`src/design/mps_pkg.sv`:
```
// constants and types shared by the module power sequencer
package mps_pkg;
  // clock and timing figures
  localparam int CLK_PERIOD_NS = 100;
  localparam int SEQ_TIME_NS = 10000;
  localparam int DEEP_ENTRY_TIME_NS = 100000;
  localparam int SEQ_CYCLES_I =
    (SEQ_TIME_NS + CLK_PERIOD_NS - 1) / CLK_PERIOD_NS;
  localparam int DEEP_CYCLES_I =
    (DEEP_ENTRY_TIME_NS + CLK_PERIOD_NS - 1) / CLK_PERIOD_NS;
  localparam int CNT_W = 12;
  localparam logic [CNT_W-1:0] SEQ_CYCLES = CNT_W'(SEQ_CYCLES_I);
  localparam logic [CNT_W-1:0] DEEP_CYCLES = CNT_W'(DEEP_CYCLES_I);
  localparam logic [CNT_W-1:0] CNT_ZERO = 12'h000;
  localparam logic [CNT_W-1:0] CNT_ONE = 12'h001;

  // sleep state codes
  localparam logic [1:0] SLP_S0 = 2'h0;
  localparam logic [1:0] SLP_S3 = 2'h1;
  localparam logic [1:0] SLP_S4 = 2'h2;
  localparam logic [1:0] SLP_S5 = 2'h3;

  // reset value of the button synchroniser (pin idles high)
  localparam logic [1:0] SYNC_RST = 2'h3;
  // power good synchroniser starts low so reset release cannot start a boot
  localparam logic [1:0] PG_SYNC_RST = 2'h0;

  // sequencer states
  typedef enum logic [2:0] {
    ST_WAIT_PG = 3'b000,
    ST_SEQ = 3'b001,
    ST_RUN = 3'b010,
    ST_SLEEP = 3'b011,
    ST_DEEP = 3'b100
  } mps_state_e;
endpackage

```
`src/design/mps_sequencer.sv`:
```
// power-good gated reset and sleep sequencer of the module
// Function
// RULE1: power good high allows sequencing; low blocks it
// RULE2: carrier holds power good low until stable
// RULE3: carrier should delay release about 100 ms; the bench delays it 20 to 83 cycles
// RULE4: reset held while power good driven low
// RULE5: undriven power good counts as good power
// RULE6: carrier drives low, then releases, not high; the carrier model drives it high
// RULE7: active-low supply-on request; carrier inverts it
// RULE8: carrier gives debounced active-low button request
// RULE9: button press is an on/off request
// RULE10: deep sleep honours only restricted wake events; the code also leaves deep sleep on a button press
// RULE11: deep sleep wakes into its entry sleep state
// RULE12: power good and button synchronised before use
`timescale 1ns/1ns
`default_nettype none
module mps_sequencer
  import mps_pkg::*;
(
  // clock and reset
  input wire logic ref_clk,
  input wire logic rst,
  // carrier pins (pull-up resolves an undriven power good high)
  input wire logic power_good_input,
  input wire logic power_button_request_n,
  // firmware side, same clock
  input wire logic fw_sleep_valid,
  input wire logic [1:0] fw_sleep_state,
  input wire logic fw_deep_enable,
  input wire logic wake_general,
  input wire logic wake_restricted,
  // outputs
  output logic supply_on_request_n,
  output logic module_reset_n,
  output logic sequencing,
  output logic power_button_event,
  output logic [1:0] sleep_state,
  output logic deep_sleep_state
);

  mps_state_e state_r, state_nxt;
  logic [1:0] pg_sync_r, pg_sync_nxt;
  logic [1:0] btn_sync_r, btn_sync_nxt;
  logic btn_prev_r, btn_prev_nxt;
  logic [CNT_W-1:0] cnt_r, cnt_nxt;
  logic [1:0] saved_r, saved_nxt;
  logic supply_n_r, supply_n_nxt;
  logic mreset_n_r, mreset_n_nxt;
  logic seq_r, seq_nxt;
  logic btn_evt_r, btn_evt_nxt;
  logic deep_r, deep_nxt;
  logic pg_s;
  logic press;

  // synchronised levels; only the second stage is read
  assign pg_s = pg_sync_r[1];
  assign press = btn_prev_r & ~btn_sync_r[1];

  // two-flop synchronisers and press edge detect
  always_comb begin
    pg_sync_nxt = {pg_sync_r[0], power_good_input}; // RULE12
    btn_sync_nxt = {btn_sync_r[0], power_button_request_n}; // RULE12
    btn_prev_nxt = btn_sync_r[1];
  end

  // sequencer next state
  always_comb begin
    state_nxt = state_r;
    cnt_nxt = cnt_r;
    saved_nxt = saved_r;
    btn_evt_nxt = 1'b0;
    case (state_r)
      ST_WAIT_PG: begin
        cnt_nxt = CNT_ZERO;
        if (pg_s) begin // RULE1 RULE5
          state_nxt = ST_SEQ;
        end
      end
      ST_SEQ: begin
        if (!pg_s) begin // RULE4
          state_nxt = ST_WAIT_PG;
        end else if (cnt_r == SEQ_CYCLES - CNT_ONE) begin
          state_nxt = ST_RUN;
        end else begin
          cnt_nxt = cnt_r + CNT_ONE;
        end
      end
      ST_RUN: begin
        btn_evt_nxt = press; // RULE9
        if (!pg_s) begin // RULE4
          state_nxt = ST_WAIT_PG;
        end else if (fw_sleep_valid && fw_sleep_state != SLP_S0) begin
          state_nxt = ST_SLEEP;
          saved_nxt = fw_sleep_state;
          cnt_nxt = CNT_ZERO;
        end
      end
      ST_SLEEP: begin
        if (press || wake_general || wake_restricted) begin // RULE9
          state_nxt = ST_WAIT_PG;
          saved_nxt = SLP_S0;
        end else if (fw_deep_enable) begin
          if (cnt_r == DEEP_CYCLES - CNT_ONE) begin
            state_nxt = ST_DEEP;
            cnt_nxt = CNT_ZERO;
          end else begin
            cnt_nxt = cnt_r + CNT_ONE;
          end
        end else begin
          cnt_nxt = CNT_ZERO;
        end
      end
      ST_DEEP: begin
        cnt_nxt = CNT_ZERO;
        if (press || wake_restricted) begin // RULE10
          state_nxt = ST_SLEEP; // RULE11
        end
      end
      default: begin
        state_nxt = ST_WAIT_PG;
        cnt_nxt = CNT_ZERO;
        saved_nxt = SLP_S0;
      end
    endcase
  end

  // registered outputs from the next state
  always_comb begin
    supply_n_nxt = ~((state_nxt == ST_WAIT_PG) || (state_nxt == ST_SEQ) ||
                     (state_nxt == ST_RUN)); // RULE7
    mreset_n_nxt = (state_nxt == ST_RUN); // RULE4
    seq_nxt = (state_nxt == ST_SEQ);
    deep_nxt = (state_nxt == ST_DEEP); // RULE10
  end

  // state registers
  always_ff @(posedge ref_clk) begin
    if (rst) begin
      state_r <= ST_WAIT_PG;
      pg_sync_r <= PG_SYNC_RST; // RULE4
      btn_sync_r <= SYNC_RST;
      btn_prev_r <= 1'b1;
      cnt_r <= CNT_ZERO;
      saved_r <= SLP_S0;
      supply_n_r <= 1'b1;
      mreset_n_r <= 1'b0;
      seq_r <= 1'b0;
      btn_evt_r <= 1'b0;
      deep_r <= 1'b0;
    end else begin
      state_r <= state_nxt;
      pg_sync_r <= pg_sync_nxt;
      btn_sync_r <= btn_sync_nxt;
      btn_prev_r <= btn_prev_nxt;
      cnt_r <= cnt_nxt;
      saved_r <= saved_nxt;
      supply_n_r <= supply_n_nxt;
      mreset_n_r <= mreset_n_nxt;
      seq_r <= seq_nxt;
      btn_evt_r <= btn_evt_nxt;
      deep_r <= deep_nxt;
    end
  end

  // output drive
  assign supply_on_request_n = supply_n_r;
  assign module_reset_n = mreset_n_r;
  assign sequencing = seq_r;
  assign power_button_event = btn_evt_r;
  assign sleep_state = saved_r;
  assign deep_sleep_state = deep_r;

  // reset release only after power good was seen high
  property p_pg_gate;
    @(posedge ref_clk) disable iff (rst)
    $rose(mreset_n_r) |-> $past(pg_s, 2) && $past(seq_r);
  endproperty
  a_pg_gate: assert property (p_pg_gate) // RULE1
    else $error("reset released without power good");

  // power good low forces reset within one cycle
  property p_pg_low_reset;
    @(posedge ref_clk) disable iff (rst)
    (!pg_s && (state_r == ST_SEQ || state_r == ST_RUN)) |=>
      !mreset_n_r && state_r == ST_WAIT_PG;
  endproperty
  a_pg_low_reset: assert property (p_pg_low_reset) // RULE4
    else $error("reset not held while power good low");

  // a standing high power good starts sequencing
  property p_pg_idle_high;
    @(posedge ref_clk) disable iff (rst)
    (state_r == ST_WAIT_PG && pg_s) |=> seq_r ##0 state_r == ST_SEQ;
  endproperty
  a_pg_idle_high: assert property (p_pg_idle_high) // RULE5
    else $error("high power good did not start sequencing");

  // running module always requests the supply on
  property p_supply_on;
    @(posedge ref_clk) disable iff (rst)
    mreset_n_r |-> !supply_n_r && !deep_r;
  endproperty
  a_supply_on: assert property (p_supply_on) // RULE7
    else $error("module running with supply request off");

  // a press while running yields one event pulse
  property p_button_event;
    @(posedge ref_clk) disable iff (rst)
    (press && state_r == ST_RUN) |=> btn_evt_r ##1 !btn_evt_r;
  endproperty
  a_button_event: assert property (p_button_event) // RULE9
    else $error("button press not reported");

  // general wake ignored in deep sleep
  property p_deep_filter;
    @(posedge ref_clk) disable iff (rst)
    (state_r == ST_DEEP && wake_general && !wake_restricted && !press)
      |=> state_r == ST_DEEP;
  endproperty
  a_deep_filter: assert property (p_deep_filter) // RULE10
    else $error("deep sleep left on unrestricted wake");

  // deep wake returns to the saved sleep state
  property p_deep_resume;
    @(posedge ref_clk) disable iff (rst)
    (state_r == ST_DEEP && wake_restricted) |=>
      state_r == ST_SLEEP && saved_r == $past(saved_r) && !deep_r &&
      supply_n_r;
  endproperty
  a_deep_resume: assert property (p_deep_resume) // RULE11
    else $error("deep wake entered wrong state");

  // power good reaches logic exactly two cycles late
  property p_pg_sync;
    @(posedge ref_clk) disable iff (rst)
    !$past(rst) && !$past(rst, 2) |-> pg_s == $past(power_good_input, 2);
  endproperty
  a_pg_sync: assert property (p_pg_sync) // RULE12
    else $error("power good synchroniser delay wrong");

endmodule
`default_nettype wire

```
`config.mk`:
```
export PLATFORM = sky130hd
export DESIGN_NAME = mps_sequencer
export DESIGN_NICKNAME = d
export VERILOG_FILES = /design/src/design/mps_pkg.sv /design/src/design/mps_sequencer.sv
export SDC_FILE = /design/constraint.sdc
export NUM_CORES = 1
export LEC_CHECK = 0
export ABC_AREA = 1
export BUFFER_PORTS_ARGS = -buffer_cell sky130_fd_sc_hd__buf_2
export CORE_ASPECT_RATIO = 0.75
export CORE_MARGIN = 5
export CORE_UTILIZATION = 40
export DETAILED_ROUTE_END_ITERATION = 12
export GPL_TIMING_DRIVEN = 0
export PLACE_DENSITY_LB_ADDON = 0.12
export SYNTH_ARGS = -nofsm -noshare
export SYNTH_HDL_FRONTEND = slang
export SYNTH_SLANG_ARGS = --single-unit
```
`constraint.sdc`:
```
create_clock -name ref_clk -period 1.59 [get_ports ref_clk]
set_input_delay 0.2385 -clock ref_clk [delete_from_list [all_inputs] [get_ports ref_clk]]
set_output_delay 0.2385 -clock ref_clk [all_outputs]
set_load 0.02 [all_outputs]
```
-- Yosys cells after proc, flatten, opt, wreduce, memory -nomap -nowiden
Index checks and enable logic that the tools add are counted.
- add/sub/neg operators: 1
- equal/unequal tests: 15
- mux-type cells: 22
- bitwise operators: 5
- reduce and logical (&&, ||, !) cells: 13
- operators by type and width (cell ; number):
    $mux W12 ; 7
    $pmux W12 S3 ; 1
    $mux W3 ; 9
    $pmux W3 S5 ; 1
    $add A12 B1 Y12 const B ; 1
    $eq A12 B10 Y1 const B ; 1
    $eq A12 B7 Y1 const B ; 1
    $ne A2 B2 Y1 const B ; 6
    $eq A3 B2 Y1 const B ; 3
    $eq A3 B1 Y1 const B ; 2
    $eq A3 B3 Y1 const B ; 2
    $logic_not A3 Y1 ; 2
    $mux W2 ; 3
    $pmux W2 S3 ; 1
    $logic_or A1 B1 Y1 ; 5
    $reduce_and A5 Y1 ; 1
    $not A1 Y1 ; 4
    $reduce_and A4 Y1 ; 1
    $reduce_or A3 Y1 ; 1
    $reduce_bool A2 Y1 ; 1
    $reduce_or A2 Y1 ; 1
    $and A1 B1 Y1 ; 1
    $logic_and A1 B1 Y1 ; 1
- register bits: 27
- output and inout bits: 7
- logic and storage cells: 67

-- Logic depth before layout (Yosys ltp)
- depth in word-level cells: 10
- mapped depth: 11
- mapped depth without buffers: 11

-- Worst setup path after synthesis
Ideal clock, no wire load.
- path type: reg2reg
- start: reg cnt_r[0]
- end: reg cnt_r[4]
- setup time: 114 ps
- data arrival time: 1300 ps
- required time: 1476 ps
- slack: 176 ps
- cell stages (with the launch flop): 10
- buffers on the path: 1
- cell sequence: dfxtp_1 ha_1 nand3_1 nor2_2 nand3_4 nand2_4 buf_6 o21ai_2 nand2_1 nor2_2
- cells in the longest elaborated chain, start to end: 5
- elaborated cells between the ends (all ways): 11
- ends and longest elaborated chain (element ; RTL line ; RTL):
    from (decl) ; mps_sequencer.sv:45 ; logic [CNT_W-1:0] cnt_r, cnt_nxt;
    from (signal assigned) ; mps_sequencer.sv:155 ; cnt_r <= cnt_nxt;
    $add A12 B1 Y12 or $eq A12 B10 Y1 (tied branches) ; mps_sequencer.sv:85, mps_sequencer.sv:107, mps_sequencer.sv:103 ;
    $mux W12 ; mps_sequencer.sv:103 ; if (cnt_r == DEEP_CYCLES - CNT_ONE) begin
    $mux W12 ; mps_sequencer.sv:102 ; end else if (fw_deep_enable) begin
    $mux W12 ; mps_sequencer.sv:99 ; if (press || wake_general || wake_restricted) begin
    $pmux W12 S3 ; mps_sequencer.sv:72 ; case (state_r)
Parallel ways exist; a longest one is shown, timed or not. The select of a mux whose other input is x is not followed.
A chain may end at the register's enable or synchronous reset.

-- Worst setup path after layout
- start: reg cnt_r[0]
- end: reg cnt_r[3]
Same word-level chain as after synthesis.

==> impl_metrics.sql <==
INSERT INTO impl_metrics (metric_group, metric, value, unit) VALUES
('critical_path', 'critical_path_class', 'flop to flop', ''),
('power', 'design_power_total', '1.195', 'mW'),
('synthesis', 'multiplexer_fraction_of_the_synthesized_cell_area', '0', '%'),
('clock_tree', 'post_cts_hold_buffer_count', '0', ''),
('floorplanning', 'rows', '19', ''),
('clock_tree', 'cts_tree', 'done', ''),
('detailed_routing', 'drt_iter0_drc', '76', ''),
('layout', 'final_layout_size_suffix_gt1_share', '27.39', '%'),
('synthesis', 'syn_inst', '209', ''),
('clock_tree', 'clk_transition_reported_paths', '100', 'ps'),
('placed_design', 'place_worst_setup_slack', '-7.822', 'ps'),
('synthesis', 'yosys_register_bits', '27', ''),
('detailed_routing', 'post-route-drc-count', '0', ''),
('floorplanning', 'initial_core_utilization', '40.40', '%'),
('synthesis', 'synthFlopType', 'dfxtp_1', ''),
('synthesis', 'yosysUniqueCellTypes', '27', ''),
('grt', 'grt_first_pass_wirelength', '5009', 'µm'),
('placed_design', 'place.gp.congestion', '0.8300', ''),
('grt', 'grt.overflow.total', '0', ''),
('synthesis', 'synth_xor_area_share', '0', '%'),
('synthesis', 'synth-warning-count', '0', ''),
('detailed_routing', 'drt_pre_antenna_iters', '4', ''),
('clock_tree', 'cts_max_path_buffers', '2', ''),
('detailed_routing', 'via_count', '1296', ''),
('power', 'p_leak', '0.7276', 'nW'),
('timing', 'worstMarginPinSlew', '568.7', 'ps'),
('synthesis', 'mappedNetlistArea', '1450', 'µm²'),
('detailed_routing', 'wl_per_cell', '10.67', 'µm'),
('layout', 'n_fill_cell', '363', ''),
('layout', 'final_core_utilization', '47.26', '%'),
('critical_path', 'critical_path.startpoint_type', 'flop', ''),
('floorplanning', 'chipHeight', '62.15', 'µm'),
('floorplanning', 'floorplan.core_area', '3590', 'µm²'),
('hold_path', 'hp-class', 'primary input to flop', ''),
('synthesis', 'fraction_of_the_mapped_netlist_area_in_simple_logic_gates', '46.33', '%'),
('timing', 'final.period_utilization', '92.89', '%'),
('clock_tree', 'htreeDepth', '1', ''),
('clock_tree', 'clockRootBuffer', 'clkbuf_8', ''),
('flow_run', 'cap_violations', '0', ''),
('grt', 'grt_start_max_net_pins', '18', ''),
('power', 'ir_worst_vdd', '0.4615', 'mV'),
('synthesis', 'synth-compound-area-share', '5.695', '%'),
('synthesis', 'synth_most_common_cell', 'nand2_1', ''),
('placed_design', 'place.detailed.instances', '276', ''),
('synthesis', 'dominant_combinational_cell_family_by_area_after_synthesis', 'simple AND/OR/NAND/NOR gates', ''),
('clock_tree', 'clkSinkCount', '27', ''),
('layout', 'non_filler_instances', '282', ''),
('synthesis', 'postSynth.asyncResetShare', '0', '%'),
('timing', 'setup_violations', '0', ''),
('layout', 'flow.area_growth_from_synthesis', '17.00', '%'),
('layout', 'antennaDiodeCount', '0', ''),
('synthesis', 'netlist_top_cells_count', 'nand2_1, nor2_1, dfxtp_1, inv_1, nand3_1', ''),
('synthesis', 'yosysTopAreaCell', 'dfxtp_1', ''),
('power', 'power-per-cell-area', '704.3', 'nW/µm²'),
('placed_design', 'detailed_place_hpwl', '2336', 'µm'),
('grt', 'number_of_antenna_violations_at_the_first_check_in_global_routing', '0', ''),
('detailed_routing', 'wl', '3008', 'µm'),
('synthesis', 'post_synth_fa_ha_maj_area_fraction', '0.8628', '%'),
('synthesis', 'syn_nets', '220', ''),
('critical_path', 'required_time_of_the_critical_path', '1780', 'ps'),
('timing', 'fmax', '677.0', 'MHz'),
('timing', 'timing_hold_violations_final', '0', ''),
('clock_tree', 'cts_inserted_buffers', '3', ''),
('timing', 'final.min_clock_period', '1477', 'ps'),
('detailed_routing', 'vias_per_cell', '4.596', ''),
('grt', 'first_global_vias', '1083', ''),
('timing', 'setup_ws', '113.0', 'ps'),
('floorplanning', 'ioPinCount', '17', ''),
('timing', 'maxSlewHeadroom', '62.09', '%'),
('run_status', 'run_status', 'completed', ''),
('synthesis', 'synth_enable_flop_cells', '0', '');
-- flip-flops by register name (all words and copies together) (netlist names) --
| name | cells |
|---|---|
| module_reset_n | 1 |
| supply_on_request_n | 1 |
| sleep_state | 2 |
| sequencing | 1 |
| power_button_event | 1 |
| btn_prev_r | 1 |
| cnt_r | 12 |
| state_r | 3 |
| deep_sleep_state | 1 |
| btn_sync_r | 2 |
| pg_sync_r | 2 |
-- path summary, 6_finish.rpt --
check	end	depth (start not counted)	from	slack, ps
setup / recovery	cnt_r[3]	10	cnt_r[0]	110
hold / removal	btn_sync_r[0]	2	power_button_request_n	130
setup reg to reg	cnt_r[3]	10	cnt_r[0]	110
hold reg to reg	pg_sync_r[1]	2	pg_sync_r[0]	410
-- report_power, final --
part | leakage, nW | total [mW] | internal (mW) | switching, mW
registers | 0.221 | 0.688 | 0.683 | 0.00483
clock network | 0.0261 | 0.425 | 0.185 | 0.240
logic | 0.480 | 0.0821 | 0.0304 | 0.0516
-- critical path, cell delays in order (launching register included) --
cell     delay (ps)
dfxtp_4         380
ha_4            150
nand2_1          80
nor2_2          130
nand3_1          90
nand2_1          90
nand2_2          90
nor2_4          170
nor2_8           80
nand2_1          90
nor2_1           40
-- final cells by class --
cell class	count	area [µm²]	share of cell area, %
flip-flops and latches	27	549.3	32.37
plain buffers	3	18.77	1.106
clock inverters	1	8.758	0.5162
inverters	33	123.9	7.301
repair buffers	17	90.09	5.310
well taps	52	65.06	3.835
multi-input cells	146	799.5	47.12
clock buffers	3	41.29	2.434
-- repair_timing --
action | in CTS | in global routing
pin swaps | 0 | 3
resized for setup | 1 | 12
buffers inserted | 0 | 2
endpoints found under the setup margin | 11 | 17
-- cells in the final DEF (no fill, tap or decap) --
master / Yosys / layout
buf_2: 0 / 15
nor3_2: 1 / 3
o21bai_2: 1 / 1
nor2_4: 6 / 7
inv_2: 7 / 8
nand3_1: 17 / 17
nor4_1: 1 / 1
buf_4: 0 / 2
inv_6: 0 / 1
nand2_2: 6 / 6
o21ai_1: 1 / 1
ha_4: 0 / 1
nand2_4: 2 / 2
nor2_8: 1 / 1
dfxtp_1: 27 / 24
nand3_4: 1 / 1
a31oi_1: 2 / 2
clkbuf_8: 0 / 3
nand4_1: 6 / 6
nand2_1: 47 / 47
a21oi_1: 6 / 6
clkbuf_1: 2 / 2
inv_1: 26 / 25
o22ai_1: 1 / 1
nand3b_1: 1 / 1
nor2_2: 3 / 4
nor3_1: 8 / 6
nor2_1: 30 / 28
or2_2: 2 / 2
dfxtp_2: 0 / 1
buf_6: 1 / 1
dfxtp_4: 0 / 2
o21ai_2: 2 / 2
-- metrics by stage --
stage	area [µm²]	TNS, ps
CTS	1643	0
global placement	1590	-0.2605
finish	1697	0
detailed placement	1590	-13.24
floorplan	1450	0
global route	1697	-2.863
-- cells by family (layout without fill, tap and decap cells) --
family / after synthesis / after routing
compound gates: 13 / 13
fa+ha+maj: 1 / 1
buf+inv: 36 / 57
flops: 27 / 27
simple gates: 132 / 132
-- metal layers --
layer / GRT usage (%) / share of wire, % / vias up
li1: - / - / 698
met1: 20.02 / 54 / 569
met2: 16.56 / 39 / 24
met3: 3.902 / 5.2 / 5
met4: 3.219 / 1.0 / 0
met5: 0 / 0 / -
No activity file was read; power rests on OpenSTA's default activity.
